### config.mk
export PLATFORM = sky130hd
export DESIGN_NAME = itw_timer
export DESIGN_NICKNAME = d
export VERILOG_FILES = /design/src/itw_pkg.sv /design/src/itw_snap.sv /design/src/itw_timer.sv
export SDC_FILE = /design/constraint.sdc
export NUM_CORES = 1
export LEC_CHECK = 0
export BUFFER_PORTS_ARGS = -buffer_cell sky130_fd_sc_hd__buf_2
export CORE_UTILIZATION = 61
export DETAILED_ROUTE_END_ITERATION = 7
export PLACE_DENSITY = 0.8
export SLEW_MARGIN = 10
export SYNTH_ARGS = -nofsm -noshare
export SYNTH_HDL_FRONTEND = slang
export SYNTH_SLANG_ARGS = --single-unit
### constraint.sdc
create_clock -name i_mclk -period 3.58 [get_ports i_mclk]
set_input_delay 0.358 -clock i_mclk [delete_from_list [all_inputs] [get_ports i_mclk]]
set_output_delay 0.358 -clock i_mclk [all_outputs]
set_load 0.005 [all_outputs]
### src/itw_pkg.sv
package itw_pkg;
   // Register indices on the 16-bit slave port
   localparam logic [2:0] ITW_IDX_STATUS = 3'h0;
   localparam logic [2:0] ITW_IDX_CONTROL = 3'h1;
   localparam logic [2:0] ITW_IDX_PERIODL = 3'h2;
   localparam logic [2:0] ITW_IDX_PERIODH = 3'h3;
   localparam logic [2:0] ITW_IDX_SNAPL = 3'h4;
   localparam logic [2:0] ITW_IDX_SNAPH = 3'h5;
   // Field positions
   localparam int ITW_ST_EXPIRED = 0;
   localparam int ITW_ST_RUN = 1;
   localparam int ITW_CT_IRQ_EN = 0;
   localparam int ITW_CT_REPEAT = 1;
   localparam int ITW_CT_START = 2;
   localparam int ITW_CT_STOP = 3;
   // Reset values
   localparam logic [3:0] ITW_CTRL_RST = 4'h0;
   localparam logic [15:0] ITW_UNDEF_RD = 16'h0000;
   // Clock rate and period units
   localparam longint ITW_CLK_HZ = 25000000;
   typedef enum {ITW_U_CLK, ITW_U_US, ITW_U_MS, ITW_U_S} itw_unit_t;

   // Period in cycles, rounded up to whole cycles
   function automatic logic [31:0] itw_cycles(input longint val,
                                               input itw_unit_t u);
      longint div;
      longint cyc;
      div = 1;
      unique case (u)
         ITW_U_CLK: div = 0;
         ITW_U_US: div = 1000000;
         ITW_U_MS: div = 1000;
         ITW_U_S: div = 1;
      endcase
      if (div == 0) begin
         cyc = val;
      end else begin
         cyc = (val * ITW_CLK_HZ + div - 1) / div;
      end
      if (cyc < 1) begin
         cyc = 1;
      end
      return cyc[31:0];
   endfunction
endpackage

### src/itw_snap.sv
`timescale 1ns/100ps
// Coherent counter snapshot held in a register pair, plus the read register
module itw_snap (
   input wire logic i_mclk,
   input wire logic i_arst_n,
   input wire logic i_take,
   input wire logic [31:0] i_count,
   input wire logic i_sel_hi,
   input wire logic i_rd,
   input wire logic i_pick_snap,
   input wire logic [15:0] i_regdata,
   output logic [15:0] o_rdata
);
   logic [31:0] snap_r;
   logic [15:0] rd_r;

   // Half chosen by the read address
   wire [15:0] snap_half = i_sel_hi ? snap_r[31:16] : snap_r[15:0];

   // Both halves captured together so a later read is coherent; read data
   // only move on a read strobe, so they hold until the next read
   always_ff @(posedge i_mclk or negedge i_arst_n) begin
      if (!i_arst_n) begin
         snap_r <= 32'h00000000;
         rd_r <= 16'h0000;
      end else begin
         if (i_take) begin
            snap_r <= i_count;
         end
         if (i_rd) begin
            rd_r <= i_pick_snap ? snap_half : i_regdata;
         end
      end
   end
   assign o_rdata = rd_r;
endmodule

### src/itw_timer.sv
`timescale 1ns/100ps
////////////////////////////////////////////////////////////////////////////////
// Summary of operation
// - Period registers reset to the build-time timeout period in cycles, minus one.
// - Writable period option lets writes to period halves change it.
// - Time-unit periods round up to whole clock cycles.
// - Without snapshot option, snapshot reads return undefined data.
// - Start and stop bits control counting; otherwise counter runs freely.
// - Watchdog option keeps the start bit even without start/stop.
// - Timeout strobe pulses high one cycle at each zero.
// - Watchdog restart request pulses one cycle at each zero.
// - Watchdog counter halted after reset until start bit written.
// - Started watchdog cannot be halted by any write.
// - Watchdog: any period write reloads fixed period; the kick ignores data, but a writable period still stores it.
// - Watchdog preset drops period, snapshot, start/stop, strobe options.
// - Counter reloads from the period registers immediately at zero.
// - With start/stop and no watchdog, repeat bit clear halts after zero; set keeps running.
// - Interrupt asserted while expired flag and enable bit both set.
// - Expired flag set at zero, held until status written zero.
module itw_timer
   import itw_pkg::*;
#(
   parameter bit PRESET_WDOG = 1'b0,
   parameter longint PERIOD_VAL = 1000,
   parameter itw_pkg::itw_unit_t PERIOD_UNIT = itw_pkg::ITW_U_US,
   parameter bit OPT_WR_PERIOD = 1'b1,
   parameter bit OPT_SNAPSHOT = 1'b1,
   parameter bit OPT_STARTSTOP = 1'b1,
   parameter bit OPT_PULSE = 1'b1,
   parameter bit OPT_WDOG = 1'b0
) (
   input wire logic i_mclk,
   input wire logic i_arst_n,
   input wire logic [2:0] i_addr,
   input wire logic i_wr,
   input wire logic i_rd,
   input wire logic [15:0] i_wdata,
   output logic [15:0] o_rdata,
   output logic o_irq,
   output logic o_timeout_pulse,
   output logic o_reset_request
);
   import itw_pkg::*;

   ////////////////////////////////////////////////////////////////////////////
   // Effective options; the watchdog preset overrides the rest
   localparam bit WDOG = PRESET_WDOG | OPT_WDOG;
   localparam bit WR_PER = OPT_WR_PERIOD & !PRESET_WDOG;
   localparam bit SNAP = OPT_SNAPSHOT & !PRESET_WDOG;
   localparam bit SS = OPT_STARTSTOP & !PRESET_WDOG;
   localparam bit PULSE = OPT_PULSE & !PRESET_WDOG;
   localparam bit HAS_START = SS | WDOG;
   // Reload value is the cycle count minus one, giving an exact period
   localparam logic [31:0] PERIOD_CYC = itw_cycles(PERIOD_VAL, PERIOD_UNIT);
   localparam logic [31:0] RELOAD_RST = PERIOD_CYC - 32'h00000001;
   localparam bit RUN_RST = !WDOG && !SS; // Free running when uncontrolled

   logic [31:0] period_r;
   logic [31:0] count_r;
   logic [31:0] count_nxt;
   logic run_r;
   logic run_nxt;
   logic expired_r;
   logic irq_en_r;
   logic repeat_r;
   logic zero_evt_r;
   logic irq_r;

   ////////////////////////////////////////////////////////////////////////////
   // Address decode
   wire wr_stat = i_wr && (i_addr == ITW_IDX_STATUS);
   wire wr_ctrl = i_wr && (i_addr == ITW_IDX_CONTROL);
   wire wr_perl = i_wr && (i_addr == ITW_IDX_PERIODL);
   wire wr_perh = i_wr && (i_addr == ITW_IDX_PERIODH);
   wire wr_snap = i_wr && ((i_addr == ITW_IDX_SNAPL) ||
                           (i_addr == ITW_IDX_SNAPH));
   wire wr_per = wr_perl || wr_perh;
   wire start_cmd = HAS_START && wr_ctrl && i_wdata[ITW_CT_START];
   // Stop is refused in watchdog mode so nothing halts a started dog
   wire stop_cmd = SS && !WDOG && wr_ctrl && i_wdata[ITW_CT_STOP];
   wire at_zero = run_r && (count_r == 32'h00000000);
   // A watchdog or a free runner never halts; with start/stop, a clear repeat bit halts it
   wire halt_at_zero = at_zero && !repeat_r && !WDOG && SS;
   wire dog_kick = WDOG && wr_per;

   ////////////////////////////////////////////////////////////////////////////
   // Period registers, writable only with the option
   always_ff @(posedge i_mclk or negedge i_arst_n) begin
      if (!i_arst_n) begin
         period_r <= RELOAD_RST;
      end else if (WR_PER && wr_perl) begin
         period_r[15:0] <= i_wdata;
      end else if (WR_PER && wr_perh) begin
         period_r[31:16] <= i_wdata;
      end
   end

   ////////////////////////////////////////////////////////////////////////////
   // Counter next value: reload at zero, kick, or period write
   always_comb begin
      count_nxt = count_r;
      if (dog_kick) begin
         count_nxt = RELOAD_RST;
      end else if (WR_PER && wr_perl) begin
         count_nxt = {period_r[31:16], i_wdata};
      end else if (WR_PER && wr_perh) begin
         count_nxt = {i_wdata, period_r[15:0]};
      end else if (at_zero) begin
         count_nxt = period_r;
      end else if (run_r) begin
         count_nxt = count_r - 32'h00000001;
      end
   end

   // Run state; watchdog starts halted and ignores stop once going
   always_comb begin
      run_nxt = run_r;
      if (halt_at_zero || stop_cmd) begin
         run_nxt = 1'b0;
      end
      if (start_cmd) begin
         run_nxt = 1'b1;
      end
      if (!HAS_START) begin
         run_nxt = 1'b1;
      end
   end

   always_ff @(posedge i_mclk or negedge i_arst_n) begin
      if (!i_arst_n) begin
         count_r <= RELOAD_RST;
         run_r <= RUN_RST;
      end else begin
         count_r <= count_nxt;
         run_r <= run_nxt;
      end
   end

   ////////////////////////////////////////////////////////////////////////////
   // Control bits and the sticky expired flag; a set beats a clear
   always_ff @(posedge i_mclk or negedge i_arst_n) begin
      if (!i_arst_n) begin
         irq_en_r <= ITW_CTRL_RST[ITW_CT_IRQ_EN];
         repeat_r <= ITW_CTRL_RST[ITW_CT_REPEAT];
         expired_r <= 1'b0;
      end else begin
         if (wr_ctrl) begin
            irq_en_r <= i_wdata[ITW_CT_IRQ_EN];
            repeat_r <= i_wdata[ITW_CT_REPEAT];
         end
         if (at_zero) begin
            expired_r <= 1'b1;
         end else if (wr_stat && i_wdata == 16'h0000) begin
            expired_r <= 1'b0;
         end
      end
   end

   ////////////////////////////////////////////////////////////////////////////
   // Registered outputs: zero strobes and level interrupt
   always_ff @(posedge i_mclk or negedge i_arst_n) begin
      if (!i_arst_n) begin
         zero_evt_r <= 1'b0;
         irq_r <= 1'b0;
      end else begin
         zero_evt_r <= at_zero;
         irq_r <= irq_en_r && expired_r;
      end
   end
   assign o_timeout_pulse = PULSE ? zero_evt_r : 1'b0;
   assign o_reset_request = WDOG ? zero_evt_r : 1'b0;
   assign o_irq = irq_r;

   ////////////////////////////////////////////////////////////////////////////
   // Read mux; data valid one cycle after i_rd
   wire [15:0] stat_rd = {14'h0000, run_r, expired_r};
   wire [15:0] ctrl_rd = {14'h0000, repeat_r, irq_en_r};
   wire [15:0] reg_rd =
      (i_addr == ITW_IDX_STATUS) ? stat_rd :
      (i_addr == ITW_IDX_CONTROL) ? ctrl_rd :
      (i_addr == ITW_IDX_PERIODL && WR_PER) ? period_r[15:0] :
      (i_addr == ITW_IDX_PERIODH && WR_PER) ? period_r[31:16] :
      ITW_UNDEF_RD;
   // Absent snapshot halves fall through to the undefined-read value
   wire pick_snap = SNAP && (i_addr == ITW_IDX_SNAPL ||
                             i_addr == ITW_IDX_SNAPH);

   ////////////////////////////////////////////////////////////////////////////
   // Snapshot store, taken on any write to either snapshot half. It also
   // owns the read register, so o_rdata leaves from one flip-flop
   itw_snap u_snap (
      .i_mclk(i_mclk),
      .i_arst_n(i_arst_n),
      .i_take(SNAP && wr_snap),
      .i_count(count_r),
      .i_sel_hi(i_addr == ITW_IDX_SNAPH),
      .i_rd(i_rd),
      .i_pick_snap(pick_snap),
      .i_regdata(reg_rd),
      .o_rdata(o_rdata)
   );
endmodule

* After elaboration in Yosys (flattened, before gate mapping)
Cells that the tools add are included.
** Storage, ports and cells
- Input port bits :: 23
- Register bits :: 118
- Word-level logic and storage cells :: 53
- Output and inout port bits :: 19
** Operators by class
- Reductions and logical operators :: 21
- Add/subtract/negate cells :: 1
- Mux-type cells :: 14
- Bitwise gates (word level) :: 1
- Equal/unequal tests :: 5
** Operators with widths (count)
- $mux 32 :: 4
- $mux 16 :: 6
- $logic_not 32->1 :: 1
- $sub 32x1->32 const B :: 1
- $logic_not 16->1 :: 1
- $logic_and 1x1->1 :: 11
- $eq 3x2->1 const B :: 2
- $eq 3x3->1 const B :: 2
- $mux 1 :: 4
- $reduce_bool 2->1 :: 2
- $reduce_bool 4->1 :: 1
- $eq 3x1->1 const B :: 1
- $logic_not 3->1 :: 1
- $logic_or 1x1->1 :: 2
- $reduce_and 2->1 :: 1
- $logic_not 1->1 :: 1
- $not 1->1 :: 1

* Logic depth before layout (Yosys ltp)
Gate-level depths: netlist of the first run.
- Word-level depth :: 6
- Depth in mapped cells :: 10
- Gate-level depth less buffers :: 8

* By module
From an unflattened synthesis of the first run, not the netlist that was laid out.
** Unflattened totals
- Cell total of the unflattened synthesis :: 669
- Area total of the unflattened synthesis :: 6925.4 um^2
** Modules (own cells, without submodules)
- itw_timer :: area an instance 4594.4 um^2, cells an instance 513, seq. area each 1771.7 um^2, times used 1
- itw_snap :: area an instance 2331.0 um^2, cells an instance 156, seq. area each 1201.2 um^2, times used 1

* Least setup slack after synthesis of the first run
No wires, ideal clock.
- Path kind :: reg2reg
- From :: register count_r[0]
- To :: register count_r[21]
- Path buffers :: 1
- Data arrival time :: 2.628 ns
- Setup slack :: 0.826 ns
- Stages on the path, launching flop included :: 10
- Cell sequence :: dfstp_2 -> inv_1 -> ha_1 -> or3b_4 -> or4_4 -> or4_4 -> buf_6 -> nand2_4 -> o21ai_2 -> a221o_1
** On the way
- Word-level cells in the longest chain between the ends :: 5
- Elaborated cells on any way between the ends :: 8
- Those cells by class :: add/sub: 1; mux: 4; reduce/logical: 3
** RTL lines
- from (decl) :: line itw_timer.sv:59 : logic [31:0] count_r;
- from (signal assigned) :: line itw_timer.sv:134 : count_r <= count_nxt;
- $sub 32x1->32 / $logic_not 32->1 (equally long branches) :: line itw_timer.sv:111, itw_timer.sv:81
- $mux 32 / $logic_and 1x1->1 (equally long branches) :: line itw_timer.sv:110, itw_timer.sv:81
- $mux 32 :: line itw_timer.sv:108 : end else if (at_zero) begin
- $mux 32 :: line itw_timer.sv:106 : end else if (WR_PER && wr_perh) begin
- $mux 32 :: line itw_timer.sv:104 : end else if (WR_PER && wr_perl) begin
Several ways; a longest one is shown, not always the timed one. The select of a mux whose other input is x is not followed.
A chain may end at the register's enable or synchronous reset.

* Final worst setup path of the first run
Same ends and word-level chain as after synthesis.

==> qor.csv, run 1 <==
metric,value,unit
status,"finished, final reports clean",
first_global_vias,5768,
grt_pass1_wl,31.9,mm
avgSynthCellArea,9.31,um2
synthArstFlopShare,1.00,
drcViolationCount,0,
grt_util_met1,0.518,
final_max_slew_viol_count,0,
period_share,0.866,
grt_overflow,0,
ys_warn_count,0,
syn_area,0.00651,mm2
skew,0.00878,ns
slowest_stage,or4_4,
cts_buffer_depth,2,
cp_max_fo,12,
dp.final_hpwl,13.3,mm
h-tree-depth,4,
ys_top_cells_by_count,"nand2_1 (128), dfrtp_1 (102), mux2_2 (68)",
ir_worst_vdd,444,uV
synth_seq_area_share,0.456,
p_total,5.03,mW
synth_top_cell_area_share,0.392,
synthMostInstantiatedCell,nand2_1,
row_count,37,
cts_buffers,17,
fin_crit,3.10,ns
setup-violations-final,0,
finalHoldViolCount,0,
holdCritStartpoint,i_wdata[13],
track_usage,0.387,
cp-start-kind,flop,
relSlewSlack,0.422,
ant_nets,0,
clkLatencyLatePin,0.54,ns
rsz0062_at_grt,no,
port_buffers,40,
synth_edf_count,0,
clk_pin_slew_worst_paths,0.06,ns
pin_count,42,
cts_tree,done,
start_util,0.631,
drtPass1Iterations,5,
crit_arrival,3.53,ns
core_area,0.0103,mm2
fin_nets,753,
use_met2,0.593,
grt_start_max_net_pins,71,
cap_violations,0,
crit_type,flop to flop,
antenna_found_initial,0,
die_area,0.0111,mm2
diodes,0,
dp_slack,0.509,ns
worstPathCellList,inv_1 > ha_1 > or3b_4 > or4_4 > or4_4 > nand2_4 > o21ai_2 > a221o_1,
die_h,105,um
syn-num-nets,724,
layout-drive-gt1-share,0.252,
synth_area_leaders,"dfrtp_1 (39%), mux2_2 (12%), nand2_1 (7.4%), dfstp_2 (6.5%), a21oi_1 (3.5%)",
final_design_area_no_fill,0.00742,mm2
crit_top_cell,or4_4,
grtUsageMet3,0.0872,
r2r_start,count_r[0],
worstMarginPinSlew,0.855,ns
cts_sinks,118,
busiest_layer,met2,
die_w,105,um
fmax,323,MHz
whs,0.0487,ns
area_delta_synth_final,13.9,%
critPathBufInv,1,
gp_congestion,0.988,
cp-startpoint,count_r[0],
synth_flop_cell,dfrtp_1,
crit_path_max_incr_delay,0.69,ns
wl_per_cell,22.9,um
drtIter0Drc,495,
vias,5801,
syn-instance-count,700,
layout_setup_ws,0.480,ns
yosys.cell_types.count,62,
cts-root-buf,clkbuf_8,
leakagePower,3.20,nW
crit_family,simple AND/OR/NAND/NOR gates,
fillers,758,
min_path_type,input port to flop,
cp-end-kind,flop,
crit_required,4.01,ns
ys_ff_latch,118,
viasPerCell,6.61,
tns,0,ns
totalWireLength,20.1,mm
powerDensity,678,mW/mm2
yosys.area.top_type,dfrtp_1,
place_area,0.00684,mm2
-- cell usage in the layout (no fill, tap or decap), drive strengths merged, types with 3 or more instances in the layout --
cell    Yosys  final
a31oi      11     11
dfstp      16     16
or3         6      6
a211oi      4      4
inv         3      3
a21o        3      3
xnor2       6      6
nor3       21     21
o221ai      4      4
o21a        3      3
nor4       12     12
o22ai       4      4
buf         7     62
nand2     129    129
nor4b       3      3
a21oi      45     45
a22oi      24     24
o31ai       5      5
xor2        9      9
o21ai      42     42
or4         7      7
nor2b       3      3
dfrtp     102    102
bufinv      0      3
clkinv      1      6
nand3      10     10
clkbuf     46     22
nor2       57     57
mux2i      15     15
nand4       6      6
mux2       68     68
-- logic make-up after synthesis --
group	count (synthesis)	synth area share
fa+ha+maj	1	0.00192
other cells	1	0.000576
mux	83	0.141
compound gates	161	0.154
xor+xnor	15	0.0202
flops	118	0.456
simple gates	264	0.189
buf+inv	57	0.0373
-- per-layer routing --
metal | routed length, um | up-vias
li1 | - | 2566
met1 | 8230 | 2854
met2 | 9390 | 321
met3 | 1760 | 58
met4 | 624 | 2
met5 | 67 | -
-- flip-flops by register name (all words and copies together) (netlist names) --
| name | cells |
|---|---|
| count_r | 32 |
| expired_r | 1 |
| irq_en_r | 1 |
| o_irq | 1 |
| o_timeout_pulse | 1 |
| period_r | 32 |
| repeat_r | 1 |
| run_r | 1 |
| u_snap.o_rdata | 16 |
| u_snap.snap_r | 32 |
-- path summary, 6_finish.rpt --
check | end | slack, ns | cells after the start
setup reg to reg | count_r[21] | 0.48 | 8
max in group asynchronous | count_r[13] | 2.35 | 3
min in group asynchronous | u_snap.snap_r[26] | 0.39 | 2
hold reg to reg | u_snap.o_rdata[1] | 0.47 | 1
hold / removal | period_r[13] | 0.05 | 3
setup / recovery | count_r[21] | 0.48 | 8
-- per-stage QoR --
stage | instances | utilization
6_report | 878 | 0.719
5_1_grt | 878 | 0.719
4_1_cts | 878 | 0.719
3_5_place_dp | 845 | 0.662
3_3_place_gp | 845 | 0.662
2_1_floorplan | 700 | -
-- repair_timing --
item / 4_1_cts / 5_1_grt
resized for setup: 0 / 0
buffers inserted: 0 / 0
hold endpoints to repair: 42 / 0
hold buffers: 1 / 0
-- power breakdown --
part           switching, mW  leakage, nW  internal [mW]
sequential             0.450         1.37           1.76
combinational          0.569         1.55          0.569
clock                  0.608        0.279           1.07
total                   1.63         3.20           3.40
-- worst register-to-register path, stage by stage, from the launching register on --
cell	delay [ns]
dfstp_2	0.38
inv_1	0.07
ha_1	0.23
or3b_4	0.43
or4_4	0.65
or4_4	0.70
nand2_4	0.16
o21ai_2	0.08
a221o_1	0.29
-- layout make-up --
cell class | count | area, um2 | area share
Tap cell | 136 | 170 | 0.0229
Inverter | 4 | 15.0 | 0.00202
Clock inverter | 10 | 130 | 0.0175
Timing Repair Buffer | 63 | 390 | 0.0526
Multi-Input combinational cell | 525 | 3300 | 0.445
Sequential cell | 118 | 2970 | 0.401
Clock buffer | 22 | 443 | 0.0597
Note: power is estimated with default switching activity, not from simulation.
==> run 2: changes to the inputs <==
Settings changed: CELL_PAD_IN_SITES_DETAIL_PLACEMENT set to 0, CELL_PAD_IN_SITES_GLOBAL_PLACEMENT set to 1, CORE_UTILIZATION 61 to 47, PLACE_DENSITY 0.8 to unset, PLACE_DENSITY_LB_ADDON set to 0.1.
==> qor.csv, run 2 (synthesized netlist as in run 1, its figures left out) <==
metric,value,unit
area_delta_synth_final,14.4,%
die_area,0.0143,mm2
layout-drive-gt1-share,0.255,
antenna_found_initial,0,
cts-root-buf,clkbuf_16,
track_usage,0.311,
drtPass1Iterations,5,
setup-violations-final,0,
skew,0.00636,ns
finalHoldViolCount,0,
holdBufCountCts,0,
first_global_vias,5598,
worstMarginPinSlew,0.864,ns
rr_worst_depth,8,
grt_overflow,0,
leakagePower,3.18,nW
cp-start-kind,flop,
core_area,0.0134,mm2
viasPerCell,6.21,
cts_buffers,17,
die_h,120,um
dp.final_hpwl,14.3,mm
cts_setup_buffers,0,
rsz0062_at_grt,no,
utilization,0.556,
row_count,42,
min_path_type,input port to asynchronous set/reset pin,
diodes,0,
crit_required,3.94,ns
gp_congestion,0.937,
drtIter0Drc,524,
fin_nets,751,
crit_family,simple AND/OR/NAND/NOR gates,
cts_sinks,118,
final_max_slew_viol_count,0,
totalWireLength,20.8,mm
cp-end-kind,flop,
dp_slack,0.509,ns
tns,0,ns
drcViolationCount,0,
r2r_start,count_r[0],
status,"finished, final reports clean",
critPathBufInv,1,
grt_start_max_net_pins,67,
worstPathCellList,inv_1 > ha_1 > or3b_4 > or4_4 > nor3_4 > nor2_1 > a211oi_1 > a221o_1,
vias,5692,
layout_common_cells,"nand2_1 (128), dfrtp_1 (102), mux2_2 (68)",
fmax,321,MHz
h-tree-depth,4,
ant_nets,0,
powerDensity,669,mW/mm2
cap_violations,0,
crit_arrival,3.48,ns
layout_setup_ws,0.466,ns
slowest_stage,or4_4,
place_area,0.00688,mm2
crit_type,flop to flop,
grt_pass1_wl,32.9,mm
pin_count,42,
cp_max_fo,12,
ir_worst_vdd,349,uV
reg2reg_to,count_r[1],
fin_crit,3.11,ns
port_buffers,40,
top_regs,"count_r: 32 flops, period_r: 32 flops, u_snap.snap_r: 32 flops",
period_share,0.870,
clk_pin_slew_worst_paths,0.05,ns
cts_buffer_depth,2,
die_w,120,um
cts_resized,0,
wl_per_cell,22.7,um
crit_path_max_incr_delay,0.66,ns
final_design_area_no_fill,0.00745,mm2
final_common_cell,nand2_1,
r2r_slack,0.47,ns
cts_tree,done,
start_util,0.486,
relSlewSlack,0.424,
clkLatencyLatePin,0.42,ns
==> run 2: how the worst max path moves through the flow <==
stage | from | depth (start not counted) | endpoint
6_report | count_r[0] | 8 | count_r[1]
5_1_grt | count_r[0] | 8 | count_r[1]
4_1_cts | count_r[0] | 8 | count_r[1]
3_5_place_dp | count_r[0] | 8 | count_r[1]
3_3_place_gp | count_r[0] | 8 | count_r[21]
2_1_floorplan | count_r[0] | 9 | count_r[21]
==> run 2: through the flow <==
stage	hold slack (ns)	total power, mW	instances
2_1_floorplan	0.0624	2.91	700
3_3_place_gp	0.459	3.31	884
3_5_place_dp	0.471	3.34	884
4_1_cts	0.0797	5.00	916
5_1_grt	0.107	5.25	916
6_report	0.0570	4.99	916
==> run 2: cell type report <==
type	instances	area, um2
Sequential cell	118	2970
Tap cell	176	220
Timing Repair Buffer	61	373
Multi-Input combinational cell	525	3300
Clock inverter	11	100
Fill cell	1222	5950
Clock buffer	21	470
Inverter	4	15.0
==> run 2: worst reg2reg max path, delay by kind of cell (launching register included) <==
family | cells | cell delay, ns
compound gates | 2 | 0.46
fa+ha+maj | 1 | 0.22
buf+inv | 1 | 0.07
flops | 1 | 0.38
simple gates | 4 | 1.92
==> run 2: report_power, final <==
part | switching (mW) | internal, mW | total (mW)
clock network | 0.635 | 1.01 | 1.64
logic | 0.565 | 0.564 | 1.13
registers | 0.452 | 1.76 | 2.21
==> run 2: per-layer routing <==
layer,wire length [um],global-route usage,up-vias
li1,-,-,2574
met1,8870,0.409,2821
met2,9980,0.497,253
met3,1290,0.0675,44
met4,613,0.128,0
met5,0,0,-
==> run 3: changes to the inputs <==
Settings changed: CORE_MARGIN set to 2, PLACE_DENSITY set to 0.86, PLACE_DENSITY_LB_ADDON 0.1 to unset, SETUP_SLACK_MARGIN set to 0.02.
==> qor.csv, run 3 (synthesized netlist as in run 1, its figures left out) <==
metric,value,unit
powerDensity,693,mW/mm2
vias,5708,
clkLatencyLatePin,0.42,ns
setup-violations-final,0,
die_w,122,um
ant_nets,0,
cts_sinks,118,
cts-root-buf,clkbuf_16,
cts_buffers,17,
cts_buffer_depth,2,
h-tree-depth,4,
p_total,5.22,mW
row_count,43,
first_global_vias,5652,
crit_required,3.88,ns
wl_met2,9.28,mm
antenna_found_initial,0,
place_area,0.00689,mm2
cp_max_fo,12,
r2r_slack,0.47,ns
diodes,0,
utilization,0.549,
grt_start_max_net_pins,119,
start_util,0.475,
layout-drive-gt1-share,0.257,
fillers,1220,
drcViolationCount,0,
tns,0,ns
cts_resized,0,
grt_overflow,0,
drtIter0Drc,673,
dp.final_hpwl,13.7,mm
relSlewSlack,0.445,
gp_congestion,0.955,
cts_tree,done,
whs,-0.0140,ns
skew,0.00431,ns
fin_nets,751,
die_area,0.0148,mm2
status,"finished, violations left",
final_common_cell,nand2_1,
final_max_slew_viol_count,0,
worstMarginPinSlew,0.820,ns
met3_wirelength,1.41,mm
wl_met1,8.79,mm
leakagePower,3.24,nW
core_area,0.0137,mm2
crit_arrival,3.41,ns
cp-end-kind,flop,
pin_count,42,
fin_crit,3.11,ns
crit_type,flop to flop,
totalWireLength,20.5,mm
cap_violations,0,
finalHoldViolCount,8,
fmax,321,MHz
clk_pin_slew_worst_paths,0.06,ns
die_h,122,um
cts_setup_buffers,0,
top_regs,"count_r: 32 flops, period_r: 32 flops, u_snap.snap_r: 32 flops",
cp-start-kind,flop,
layout_common_cells,"nand2_1 (128), dfrtp_1 (102), mux2_2 (68)",
track_usage,0.292,
period_share,0.869,
grt_pass1_wl,32.4,mm
holdBufCountCts,0,
viasPerCell,6.20,
ir_worst_vdd,442,uV
drtPass1Iterations,5,
wl_per_cell,22.3,um
final_design_area_no_fill,0.00753,mm2
rsz0062_at_grt,no,
port_buffers,40,
area_delta_synth_final,15.6,%
min_path_type,input port to asynchronous set/reset pin,
top_signal_layer_used,met4,
failed_checks,negative hold slack,
run 3: changes by cell type in the layout (fill, tap and decap cells not counted), sizes merged:
cell / change
bufinv: +4
clkbuf: -3
clkinv: +3
clkinvlp: -4
run 3: area by class of cell:
cell class	instances	area (um2)	area share
Tap cell	180	225	0.0299
Clock inverter	14	205	0.0272
Multi-Input combinational cell	525	3300	0.438
Inverter	4	15.0	0.00199
Sequential cell	118	2970	0.395
Timing Repair Buffer	61	373	0.0495
Clock buffer	18	439	0.0583
run 3: worst max-delay path, stage by stage (launching register included):
cell     delay, ns
dfstp_2       0.39
inv_1         0.08
ha_1          0.23
or3b_4        0.44
or4_4         0.65
or4_4         0.67
nand2_4       0.16
o21ai_2       0.08
a221o_1       0.29
run 3: stage by stage:
| stage | std cells | setup slack, ns |
|---|---|---|
| 3_5_place_dp | 888 | 0.500 |
| 3_3_place_gp | 888 | 0.593 |
| 5_1_grt | 920 | 0.267 |
| 6_report | 920 | 0.467 |
| 4_1_cts | 920 | 0.468 |
| 2_1_floorplan | 700 | 0.826 |
run 3: power breakdown:
group / internal, mW / switching, mW / total [mW] / leakage, nW
Clock: 1.25 / 0.621 / 1.87 / 0.320
Combinational: 0.565 / 0.570 / 1.13 / 1.54
Sequential: 1.76 / 0.453 / 2.22 / 1.37
run 3: layer usage:
metal  vias up  track usage
li1       2570            -
met1      2806        0.393
met2       268        0.445
met3        64       0.0581
met4         0        0.158
met5         -            0
run 3: worst paths after layout:
check / startpoint / endpoint / cells past startpoint
max: count_r[0] / count_r[21] / 8
min in group i_mclk: i_wdata[8] / period_r[8] / 3
max in group asynchronous: i_arst_n / period_r[27] / 2
min reg2reg: period_r[2] / period_r[2] / 2
min: i_arst_n / period_r[31] / 2
max reg2reg: count_r[0] / count_r[21] / 8
